==> config.mk <==
export PLATFORM = sky130hd
export DESIGN_NAME = bps_top
export DESIGN_NICKNAME = d
export VERILOG_FILES = /design/src/shared/bps_pkg.sv /design/src/hw/bps_sync.sv /design/src/hw/bps_stat_bit.sv /design/src/hw/bps_top.sv
export SDC_FILE = /design/constraint.sdc
export NUM_CORES = 1
export LEC_CHECK = 0
export BUFFER_PORTS_ARGS = -buffer_cell sky130_fd_sc_hd__buf_2
export CAP_MARGIN = 20
export CORE_MARGIN = 2
export CORE_UTILIZATION = 38
export CTS_CLUSTER_DIAMETER = 150
export DETAILED_ROUTE_END_ITERATION = 12
export PLACE_DENSITY = 0.75
export SYNTH_ARGS = -nofsm -noshare
export SYNTH_HDL_FRONTEND = slang
export SYNTH_HIERARCHICAL = 1
export SYNTH_SLANG_ARGS = --single-unit
==> constraint.sdc <==
create_clock -name mclk -period 1.2 [get_ports mclk]
set_input_delay 0.24 -clock mclk [delete_from_list [all_inputs] [get_ports mclk]]
set_output_delay 0.24 -clock mclk [all_outputs]
set_load 0.01 [all_outputs]
==> src/shared/bps_pkg.sv <==
/*
 * shared constants for the bridge parity status block: register map,
 * field positions, reset values and transaction codes.
 * assumes a 32-bit classic wishbone register port, byte addressed.
 */
package bps_pkg;

   // register byte offsets
   localparam logic [7:0] BPS_CTRL_OFS   = 8'h00;
   localparam logic [7:0] BPS_STAT_OFS   = 8'h04;
   localparam logic [7:0] BPS_MASK_OFS   = 8'h08;
   localparam logic [7:0] BPS_STATE_OFS  = 8'h0c;

   // control fields
   localparam int BPS_CTRL_PRI_EN   = 0;
   localparam int BPS_CTRL_SEC_EN   = 1;
   localparam int BPS_CTRL_W        = 2;

   // status / mask fields
   localparam int BPS_ST_PRI_DET    = 0;
   localparam int BPS_ST_SEC_DET    = 1;
   localparam int BPS_ST_PRI_MDP    = 2;
   localparam int BPS_ST_SEC_MDP    = 3;
   localparam int BPS_ST_W          = 4;

   // state register fields
   localparam int BPS_SR_PRI_PIN    = 0;
   localparam int BPS_SR_SEC_PIN    = 1;
   localparam int BPS_SR_LAST_LO    = 4;
   localparam int BPS_SR_LAST_W     = 4;

   // reset values
   localparam logic [BPS_CTRL_W-1:0] BPS_CTRL_RST = 2'h0;
   localparam logic [BPS_ST_W-1:0]   BPS_STAT_RST = 4'h0;
   localparam logic [BPS_ST_W-1:0]   BPS_MASK_RST = 4'h0;

   // transaction type codes on the per-bus type inputs
   localparam logic [1:0] BPS_TXN_READ    = 2'h0;
   localparam logic [1:0] BPS_TXN_POSTED  = 2'h1;
   localparam logic [1:0] BPS_TXN_DELAYED = 2'h2;
   localparam logic [1:0] BPS_TXN_NONE    = 2'h3;

   // synchroniser depth for pins
   localparam int BPS_SYNC_STAGES = 2;

endpackage

==> src/hw/bps_sync.sv <==
/*
 * two-flop level synchroniser for one asynchronous pin.
 * assumes the pin is idle high; the chain resets to the idle level.
 */
module bps_sync
   import bps_pkg::*;
(
   input  wire logic mclk,     // block clock
   input  wire logic rst_n,    // async reset, active low
   input  wire logic pin_in,   // raw pin level
   output logic      pin_out   // synchronised level
);

   logic [BPS_SYNC_STAGES-1:0] chain_q;
   logic [BPS_SYNC_STAGES-1:0] chain_d;

   always_comb begin
      chain_d = {chain_q[BPS_SYNC_STAGES-2:0], pin_in};
   end

   // idle level is high, so reset to ones
   always_ff @(posedge mclk or negedge rst_n) begin
      if (!rst_n) begin
         chain_q <= '1;
      end else begin
         chain_q <= chain_d;
      end
   end

   assign pin_out = chain_q[BPS_SYNC_STAGES-1];

endmodule

==> src/hw/bps_stat_bit.sv <==
/*
 * one sticky status flag: set by a hardware event, cleared by a
 * software write of one. assumes set and clear on the same clock.
 */
module bps_stat_bit (
   input  wire logic mclk,    // block clock
   input  wire logic rst_n,   // async reset, active low
   input  wire logic set_i,   // hardware event
   input  wire logic clr_i,   // software write-one-to-clear
   output logic      flag_q   // sticky flag
);

   logic flag_d;

   // set wins over clear so a coincident event is kept
   always_comb begin
      flag_d = flag_q;
      if (clr_i) begin
         flag_d = 1'b0;
      end
      if (set_i) begin
         flag_d = 1'b1;
      end
   end

   always_ff @(posedge mclk or negedge rst_n) begin
      if (!rst_n) begin
         flag_q <= 1'b0;
      end else begin
         flag_q <= flag_d;
      end
   end

endmodule

==> src/hw/bps_top.sv <==
/*
 * parity status logic of a two-port bridge: decides when the four
 * data-parity status flags are set, holds them as write-one-to-clear
 * bits behind a classic wishbone slave, and raises a masked interrupt.
 * assumes both bus interfaces' parity checkers and transaction
 * trackers run on mclk; the two parity-error pins are asynchronous.
 */
// The Wishbone register port and the placing of the registers were left to the implementer.
// Overview of operation
// - A primary-bus data parity error sets the primary detected flag whatever the enables.
// - The primary detected flag sets only for upstream reads and downstream posted or delayed writes.
// - A secondary-bus data parity error sets the secondary detected flag whatever the enables.
// - The secondary detected flag sets only for downstream reads and upstream posted or delayed writes.
// - The primary master parity flag sets only while the block masters the primary bus.
// - The primary master parity flag needs the primary response enable and ignores the secondary one.
// - The primary master flag sets on a sampled primary error pin or primary parity error, upstream only.
// - The secondary master parity flag sets only while the block masters the secondary bus.
// - The secondary master parity flag needs the secondary response enable.
// - The secondary master flag sets on a sampled secondary error pin or secondary parity error.
module bps_top
   import bps_pkg::*;
(
   input  wire logic        mclk,                   // block clock
   input  wire logic        rst_n,                  // async reset
   // wishbone classic slave
   input  wire logic        wb_cyc_i,               // cycle
   input  wire logic        wb_stb_i,               // strobe
   input  wire logic        wb_we_i,                // write enable
   input  wire logic [7:0]  wb_adr_i,               // byte address
   input  wire logic [3:0]  wb_sel_i,               // byte selects
   input  wire logic [31:0] wb_dat_i,               // write data
   output logic [31:0]      wb_dat_o,               // read data
   output logic             wb_ack_o,               // acknowledge
   // primary bus interface
   input  wire logic        pri_dperr,              // parity err seen
   input  wire logic [1:0]  pri_txn_type,           // transaction code
   input  wire logic        pri_txn_up,             // 1 = upstream
   input  wire logic        pri_is_master,          // block masters bus
   input  wire logic        primary_parity_err_n,   // error pin, async
   // secondary bus interface
   input  wire logic        sec_dperr,              // parity err seen
   input  wire logic [1:0]  sec_txn_type,           // transaction code
   input  wire logic        sec_txn_up,             // 1 = upstream
   input  wire logic        sec_is_master,          // block masters bus
   input  wire logic        secondary_parity_err_n, // error pin, async
   // status outputs
   output logic             pri_resp_en,            // primary enable
   output logic             sec_resp_en,            // secondary enable
   output logic [3:0]       parity_status,          // sticky flags
   output logic             irq                     // level interrupt
);

   // detected-error cases: reads in one direction, writes in the other
   function automatic logic det_case(input logic [1:0] typ,
                                     input logic       up,
                                     input logic       read_up);
      logic is_rd;
      logic is_wr;
      is_rd = (typ == BPS_TXN_READ);
      is_wr = (typ == BPS_TXN_POSTED) || (typ == BPS_TXN_DELAYED);
      return (is_rd && (up == read_up)) || (is_wr && (up != read_up));
   endfunction

   // any real transaction code
   function automatic logic txn_valid(input logic [1:0] typ);
      return typ != BPS_TXN_NONE;
   endfunction

   logic                  pri_pin_n;
   logic                  sec_pin_n;
   logic [BPS_ST_W-1:0]   ev_set;
   logic [BPS_ST_W-1:0]   st_clr;
   logic [BPS_ST_W-1:0]   stat_q;

   logic [BPS_CTRL_W-1:0] ctrl_q;
   logic [BPS_CTRL_W-1:0] ctrl_d;
   logic [BPS_ST_W-1:0]   mask_q;
   logic [BPS_ST_W-1:0]   mask_d;
   logic [BPS_SR_LAST_W-1:0] last_q;
   logic [BPS_SR_LAST_W-1:0] last_d;

   logic                  ack_q;
   logic                  ack_d;
   logic [31:0]           rdat_q;
   logic [31:0]           rdat_d;
   logic                  wr_take;
   logic                  rd_take;

   // pins come from other agents' clocks, so resync before use
   bps_sync u_pri_sync (
      .mclk    (mclk),
      .rst_n   (rst_n),
      .pin_in  (primary_parity_err_n),
      .pin_out (pri_pin_n)
   );

   bps_sync u_sec_sync (
      .mclk    (mclk),
      .rst_n   (rst_n),
      .pin_in  (secondary_parity_err_n),
      .pin_out (sec_pin_n)
   );

   // status events
   always_comb begin
      ev_set = '0;
      // enables deliberately not looked at here
      ev_set[BPS_ST_PRI_DET] = pri_dperr &&
         det_case(pri_txn_type, pri_txn_up, 1'b1);
      ev_set[BPS_ST_SEC_DET] = sec_dperr &&
         det_case(sec_txn_type, sec_txn_up, 1'b0);
      // target reports bad write parity on its pin
      ev_set[BPS_ST_PRI_MDP] = pri_is_master
         && ctrl_q[BPS_CTRL_PRI_EN]
         && pri_txn_up && txn_valid(pri_txn_type)
         && (!pri_pin_n || pri_dperr);
      ev_set[BPS_ST_SEC_MDP] = sec_is_master
         && ctrl_q[BPS_CTRL_SEC_EN]
         && !sec_txn_up && txn_valid(sec_txn_type)
         && (!sec_pin_n || sec_dperr);
   end

   // wishbone handshake: ack one cycle after the request is seen,
   // write lands on the edge that samples ack
   assign wr_take = wb_cyc_i && wb_stb_i && wb_we_i && ack_q;
   assign rd_take = wb_cyc_i && wb_stb_i && !ack_q;

   always_comb begin
      st_clr = '0;
      if (wr_take && wb_sel_i[0] && (wb_adr_i == BPS_STAT_OFS)) begin
         st_clr = wb_dat_i[BPS_ST_W-1:0];
      end
   end

   // sticky flags, each set on the edge its error is sampled
   genvar gi;
   generate
      for (gi = 0; gi < BPS_ST_W; gi++) begin : g_stat
         bps_stat_bit u_bit (
            .mclk   (mclk),
            .rst_n  (rst_n),
            .set_i  (ev_set[gi]),
            .clr_i  (st_clr[gi]),
            .flag_q (stat_q[gi])
         );
      end
   endgenerate

   // control, mask and last-event capture
   always_comb begin
      ctrl_d = ctrl_q;
      mask_d = mask_q;
      last_d = last_q;
      if (wr_take && wb_sel_i[0]) begin
         if (wb_adr_i == BPS_CTRL_OFS) begin
            ctrl_d = wb_dat_i[BPS_CTRL_W-1:0];
         end
         if (wb_adr_i == BPS_MASK_OFS) begin
            mask_d = wb_dat_i[BPS_ST_W-1:0];
         end
      end
      // remembers which flags the latest event cycle raised
      if (|ev_set) begin
         last_d = ev_set;
      end
   end

   always_ff @(posedge mclk or negedge rst_n) begin
      if (!rst_n) begin
         ctrl_q <= BPS_CTRL_RST;
         mask_q <= BPS_MASK_RST;
         last_q <= '0;
      end else begin
         ctrl_q <= ctrl_d;
         mask_q <= mask_d;
         last_q <= last_d;
      end
   end

   // read path; unmapped offsets read zero and still ack
   always_comb begin
      ack_d  = rd_take;
      rdat_d = rdat_q;
      if (rd_take) begin
         rdat_d = '0;
         unique case (wb_adr_i)
            BPS_CTRL_OFS: begin
               rdat_d[BPS_CTRL_W-1:0] = ctrl_q;
            end
            BPS_STAT_OFS: begin
               rdat_d[BPS_ST_W-1:0] = stat_q;
            end
            BPS_MASK_OFS: begin
               rdat_d[BPS_ST_W-1:0] = mask_q;
            end
            BPS_STATE_OFS: begin
               rdat_d[BPS_SR_PRI_PIN] = !pri_pin_n;
               rdat_d[BPS_SR_SEC_PIN] = !sec_pin_n;
               rdat_d[BPS_SR_LAST_LO +: BPS_SR_LAST_W] = last_q;
            end
            default: begin
               rdat_d = '0;
            end
         endcase
      end
   end

   always_ff @(posedge mclk or negedge rst_n) begin
      if (!rst_n) begin
         ack_q  <= 1'b0;
         rdat_q <= '0;
      end else begin
         ack_q  <= ack_d;
         rdat_q <= rdat_d;
      end
   end

   assign wb_ack_o      = ack_q;
   assign wb_dat_o      = rdat_q;
   assign pri_resp_en   = ctrl_q[BPS_CTRL_PRI_EN];
   assign sec_resp_en   = ctrl_q[BPS_CTRL_SEC_EN];
   assign parity_status = stat_q;
   // level stays up until every unmasked flag is cleared
   assign irq           = |(stat_q & mask_q);

endmodule

==> results of run 1 <==
registers in the layout, indices dropped and copies added (netlist names):
name	flops
wb_dat_o	8
g_stat.u_bit/flag_q	4
last_q	4
mask_q	4
ctrl_q	2
u_pri_sync/chain_q	2
u_sec_sync/chain_q	2
wb_ack_o	1
worst paths after layout:
path / startpoint / to / slack, ns / cells after the start
max: wb_adr_i[0] / mask_q[3] / -0.22 / 5
min: secondary_parity_err_n / u_sec_sync/chain_q[0] / 0.05 / 1
max reg2reg: wb_ack_o / mask_q[3] / -0.17 / 4
min reg2reg: u_sec_sync/chain_q[0] / u_sec_sync/chain_q[1] / 0.36 / 0
max in group asynchronous: rst_n / u_pri_sync/chain_q[1] / 0.42 / 3
min in group asynchronous: rst_n / mask_q[1] / 0.49 / 3
timing repair:
item | CTS | global route
pin swaps | 9 | 15
hold buffers | 1 | 0
gates resized for setup | 30 | 24
gates cloned | 1 | 0
buffers inserted | 2 | 5
endpoints found under the hold margin | 23 | 0
endpoints found under the setup margin | 23 | 27
cell type report:
cell class | instances | share of cell area (%)
clock buffer | 3 | 1.83
clock inverter | 1 | 0.221
inverter | 18 | 3.21
multi-input combinational | 93 | 38.5
sequential | 27 | 30.1
tap | 48 | 2.66
timing repair buffer | 75 | 23.5
logic make-up after synthesis:
family,after synthesis,synth area share (%)
buf+inv,44,16.9
simple gates,33,14.9
flops,27,45.0
compound gates,22,11.0
mux,10,8.76
fa+ha+maj,4,3.31
other cells,1,0.248
synthesized netlist by cell type, drive strengths merged (2+ instances only):
| cell type | count | area share [%] |
|---|---|---|
| ha | 4 | 3.3 |
| o41ai | 3 | 1.7 |
| nand2b | 2 | 0.83 |
| dfstp | 4 | 6.9 |
| nor2b | 2 | 0.83 |
| a21o | 4 | 2.0 |
| a22o | 2 | 1.2 |
| mux2 | 6 | 4.5 |
| clkbuf | 2 | 0.50 |
| mux4 | 2 | 3.0 |
| nand2 | 9 | 2.2 |
| and2 | 4 | 1.7 |
| dfrtp | 23 | 38 |
| a22oi | 4 | 2.0 |
| mux2i | 2 | 1.3 |
| nand4b | 2 | 1.2 |
| o21ai | 2 | 0.66 |
| o31ai | 5 | 2.5 |
| nor4 | 4 | 3.1 |
| inv | 18 | 4.5 |
| buf | 24 | 12 |
critical path, cell delays in order:
cell    delay (ns)
buf_2         0.11
or4_4         0.58
nor4_4        0.18
buf_6         0.17
mux2_4        0.30
per-layer routing:
layer  share of wire, %  track usage, %
met5                  0               0
met4                1.2            5.36
met3                5.3            3.21
met2                 52            29.0
met1                 41            21.2
through the flow:
stage / setup TNS (ns) / area [um2]
5_1_grt: -3.83 / 2260
2_1_floorplan: -3.79 / 1650
3_3_place_gp: -6.88 / 1920
3_5_place_dp: -7.27 / 1920
4_1_cts: -3.23 / 2120
6_report: -2.87 / 2260
power breakdown:
| part | total, mW | switching [mW] | internal, mW |
|---|---|---|---|
| combinational | 0.335 | 0.184 | 0.151 |
| sequential | 0.949 | 0.0102 | 0.938 |
| clock | 0.517 | 0.284 | 0.233 |
==> metrics.cfg, run 1 <==
[clock_network]
cts-root-buf = clkbuf_8
clkLatencyLatePin_ns = 0.28
cts_sinks = 27
cts_made_buffers = 3
h-tree-depth = 1
clk_pin_slew_ns = 0.09
cts_tree = yes
cts_buffer_depth = 2

[detailed_routing]
drt-pass1-iter-count = 4
wl_per_cell_um = 13.6
vias_per_cell = 4.75
drt_iter0_markers = 37
drc = 0
postRouteWirelength_um = 3620
num_vias = 1258
drtAntennaViolNets = 0

[floorplanning]
die_area_um2 = 4510
ios = 101
core_region_area_um2 = 3740
die_y_um = 67.1
rows = 22
start_util_pct = 40.4
die_x_um = 67.1

[logic_synthesis]
syn-cell-area_um2 = 1510
synth-edff-count = 0
async_flop_share_pct = 100
yosysWarnings = 6
synth_cell_types = 36
yosysSeqAreaShare_pct = 45.0
synth.avg_cell_area_um2 = 10.7
synthCells = 141
ys_ff_latch = 27
synthFlopType = dfrtp_1

[global_routing]
overflow = 0
grt_max_degree = 28
grt_pass1_vias = 1202
grt_usage_pct = 16.8
antenna_found_initial = 0
grt_pass1_wl_um = 5550

[sta]
hold_viol_final = 0
slew_violations = 0
min_period_ns = 1.42
fmax_mhz = 705
setup_viol = 21
worst_hold_slack_ns = 0.0494
period_share_pct = 118
rsz0062_at_grt = true
clock_skew_ns = 0.00702
final.setup.worst_slack_ns = -0.219

[setup_path]
crit_required_ns = 1.36
path_class = primary input to flop
cp-start-kind = primary input
worst-path-max-fanout = 4
cp_data_arrival_time_ns = 1.58
cp-end-kind = flop

[run]
maxCapViolations = 0

[hold_path]
hold_class = primary input to flop

[finish]
multi_input_area_um2 = 870
nNetsFinal = 283
n_fill_cell = 323
ff_latch_area_um2 = 681
drive_above_1_share_pct = 57.1
diodes = 0
fin_util_pct = 60.4
fin_cells = 265
area_growth_pct = 49.3
layout_common_cells = 38 x buf_2, 24 x conb_1, 23 x dfrtp_1
final_common_cell = buf_2

[placed_design]
dpl_worst_slack_ns = -0.580
gp_congestion = 0.760
place.port_buffers = 45
hpwl_um = 2690
place_inst = 253

[power_and_ir_drop]
p_leak_nw = 1.19
p_total_mw = 1.80
ir_drop_uv = 653
power_density_nw_per_um2 = 797

[run_status]
outcome = complete, but fails checks
violations = setup timing

(Power assumes the default switching activity.)
==> run 2: changes to the inputs <==
CELL_PAD_IN_SITES_DETAIL_PLACEMENT = 0   (was default)
CELL_PAD_IN_SITES_GLOBAL_PLACEMENT = 1   (was default)
CORE_UTILIZATION = 27   (was 38)
PLACE_DENSITY = 0.74   (was 0.75)
REMOVE_ABC_BUFFERS = 1   (was default)
==> run 2 against run 1 <==
Against the previous run: the flow still finishes with violations (setup timing); count of clock-buffer cells in the layout up 1; non-clock buffer count stayed put; global-route usage shrank 5.3 points; flip-flop and latch count unchanged; power is 0.73% higher; sequential share of layout area is 0.65 points lower; cell count increased by 9.1%; register-to-register slack is essentially flat; first-iteration DRC count decreased by 14%; routed wire length shrank 0.77%; sequential power barely moved; maximum frequency rose by 0.60%; critical path type unchanged; highest routed layer unchanged.
==> metrics.cfg, run 2 (synthesis results as in run 1) <==
[run_status]
outcome = complete, but fails checks
violations = setup timing

[setup_path]
cp_data_arrival_time_ns = 1.58
critPathSlowestCell = or4_4
crit_required_ns = 1.37
cp-start-kind = primary input
worst-path-max-fanout = 4
startpoint = wb_adr_i[4]
cp-end-kind = flop
path_cells = buf_6 > or4_4 > nor4_4 > buf_4 > mux2_4
rr_worst_depth = 4
path_class = primary input to flop
max_stage_delay_ns = 0.60
reg2reg_from = wb_ack_o

[detailed_routing]
highest_layer = met4
vias_per_cell = 4.27
wl_per_cell_um = 12.4
drt_iter0_markers = 32
wl_met2_um = 1760
wl_met1_um = 1520
drt-pass1-iter-count = 4
wl_met3_um = 288
num_vias = 1235
drtAntennaViolNets = 0
postRouteWirelength_um = 3590
drc = 0

[power_and_ir_drop]
power_density_nw_per_um2 = 784
p_leak_nw = 1.21
ir_drop_uv = 412

[hold_path]
hold_class = primary input to flop
whs_path_depth = 1
min_from = primary_parity_err_n

[global_routing]
grt_max_degree = 28
overflow = 0
grt_usage_pct = 11.5
grt_pass1_vias = 1161
antenna_found_initial = 0
grt_pass1_wl_um = 5540

[clock_network]
clkLatencyLatePin_ns = 0.28
cts_tree = yes
clk_pin_slew_ns = 0.09
cts_buffer_depth = 2
cts-root-buf = clkbuf_8
cts_sinks = 27
h-tree-depth = 1
cts_made_buffers = 3

[finish]
diodes = 0
largest_reg_flops = 8
area_growth_pct = 52.8
drive_above_1_share_pct = 57.6
layout_common_cells = 37 x buf_2, 24 x conb_1, 22 x dfrtp_1
fin_cells = 289
nNetsFinal = 283
final_common_cell = buf_2
fin_util_pct = 42.3

[sta]
hold_viol_final = 0
clock_skew_ns = 0.00345
slew_violations = 0
min_period_ns = 1.41
rsz0062_at_grt = true
period_share_pct = 118
final.setup.worst_slack_ns = -0.211
fmax_mhz = 709
setup_viol = 21

[placed_design]
place_inst = 274
hpwl_um = 2690
dpl_worst_slack_ns = -0.632
place.port_buffers = 45
gp_congestion = 0.758

[run]
maxCapViolations = 0

[floorplanning]
start_util_pct = 27.7
die_x_um = 78.9
core_region_area_um2 = 5470
rows = 27
ios = 101
die_area_um2 = 6220
die_y_um = 78.9

## run 2: where the power goes
part	switching [mW]	total, mW	internal [mW]
clock network	0.289	0.527	0.238
registers	0.00928	0.948	0.938
logic	0.184	0.339	0.155
total	0.482	1.81	1.33
## run 2: worst paths after layout
kind / slack (ns) / to
setup reg to reg: -0.17 / mask_q[2]
max in group asynchronous: 0.42 / u_sec_sync/chain_q[0]
hold / removal: 0.05 / u_pri_sync/chain_q[0]
min in group asynchronous: 0.48 / wb_dat_o[1]
setup / recovery: -0.21 / mask_q[2]
hold reg to reg: 0.36 / u_pri_sync/chain_q[1]
## run 2: area by class of cell
| type | count | area (um2) |
|---|---|---|
| Inverter | 18 | 70.1 |
| Tap cell | 72 | 90.1 |
| Fill cell | 540 | 3160 |
| Timing Repair Buffer | 75 | 537 |
| Multi-Input combinational cell | 93 | 890 |
| Clock buffer | 4 | 45.0 |
| Sequential cell | 27 | 682 |
## run 2: per-stage QoR
step / hold slack [ns] / power (mW) / TNS (ns) / cell area, um2
6_report: 0.0529 / 1.81 / -3.11 / 2310
2_1_floorplan: -0.0556 / 1.07 / -4.53 / 1410
5_1_grt: 0.0412 / 1.90 / -4.32 / 2310
3_5_place_dp: 0.257 / 1.21 / -7.91 / 1870
4_1_cts: 0.0492 / 1.77 / -2.61 / 2140
3_3_place_gp: 0.258 / 1.21 / -7.39 / 1870
## run 2: timing repair
| action | in CTS | in global routing |
|---|---|---|
| endpoints found under the setup margin | 25 | 29 |
| resized for setup | 39 | 33 |
| endpoints found under the hold margin | 23 | 0 |
| pin swaps | 17 | 10 |
| hold buffers | 1 | 0 |
| buffers inserted | 6 | 5 |
## run 2: critical path, delay by kind of cell
family / cells / cell delay, ns
buf+inv: 2 / 0.28
mux: 1 / 0.30
simple gates: 2 / 0.75
## run 2: layer usage
metal	global-route usage, %	vias to the layer above
met5	0	-
met4	3.10	0
met3	3.18	2
met2	19.4	48
met1	14.4	590
li1	-	595
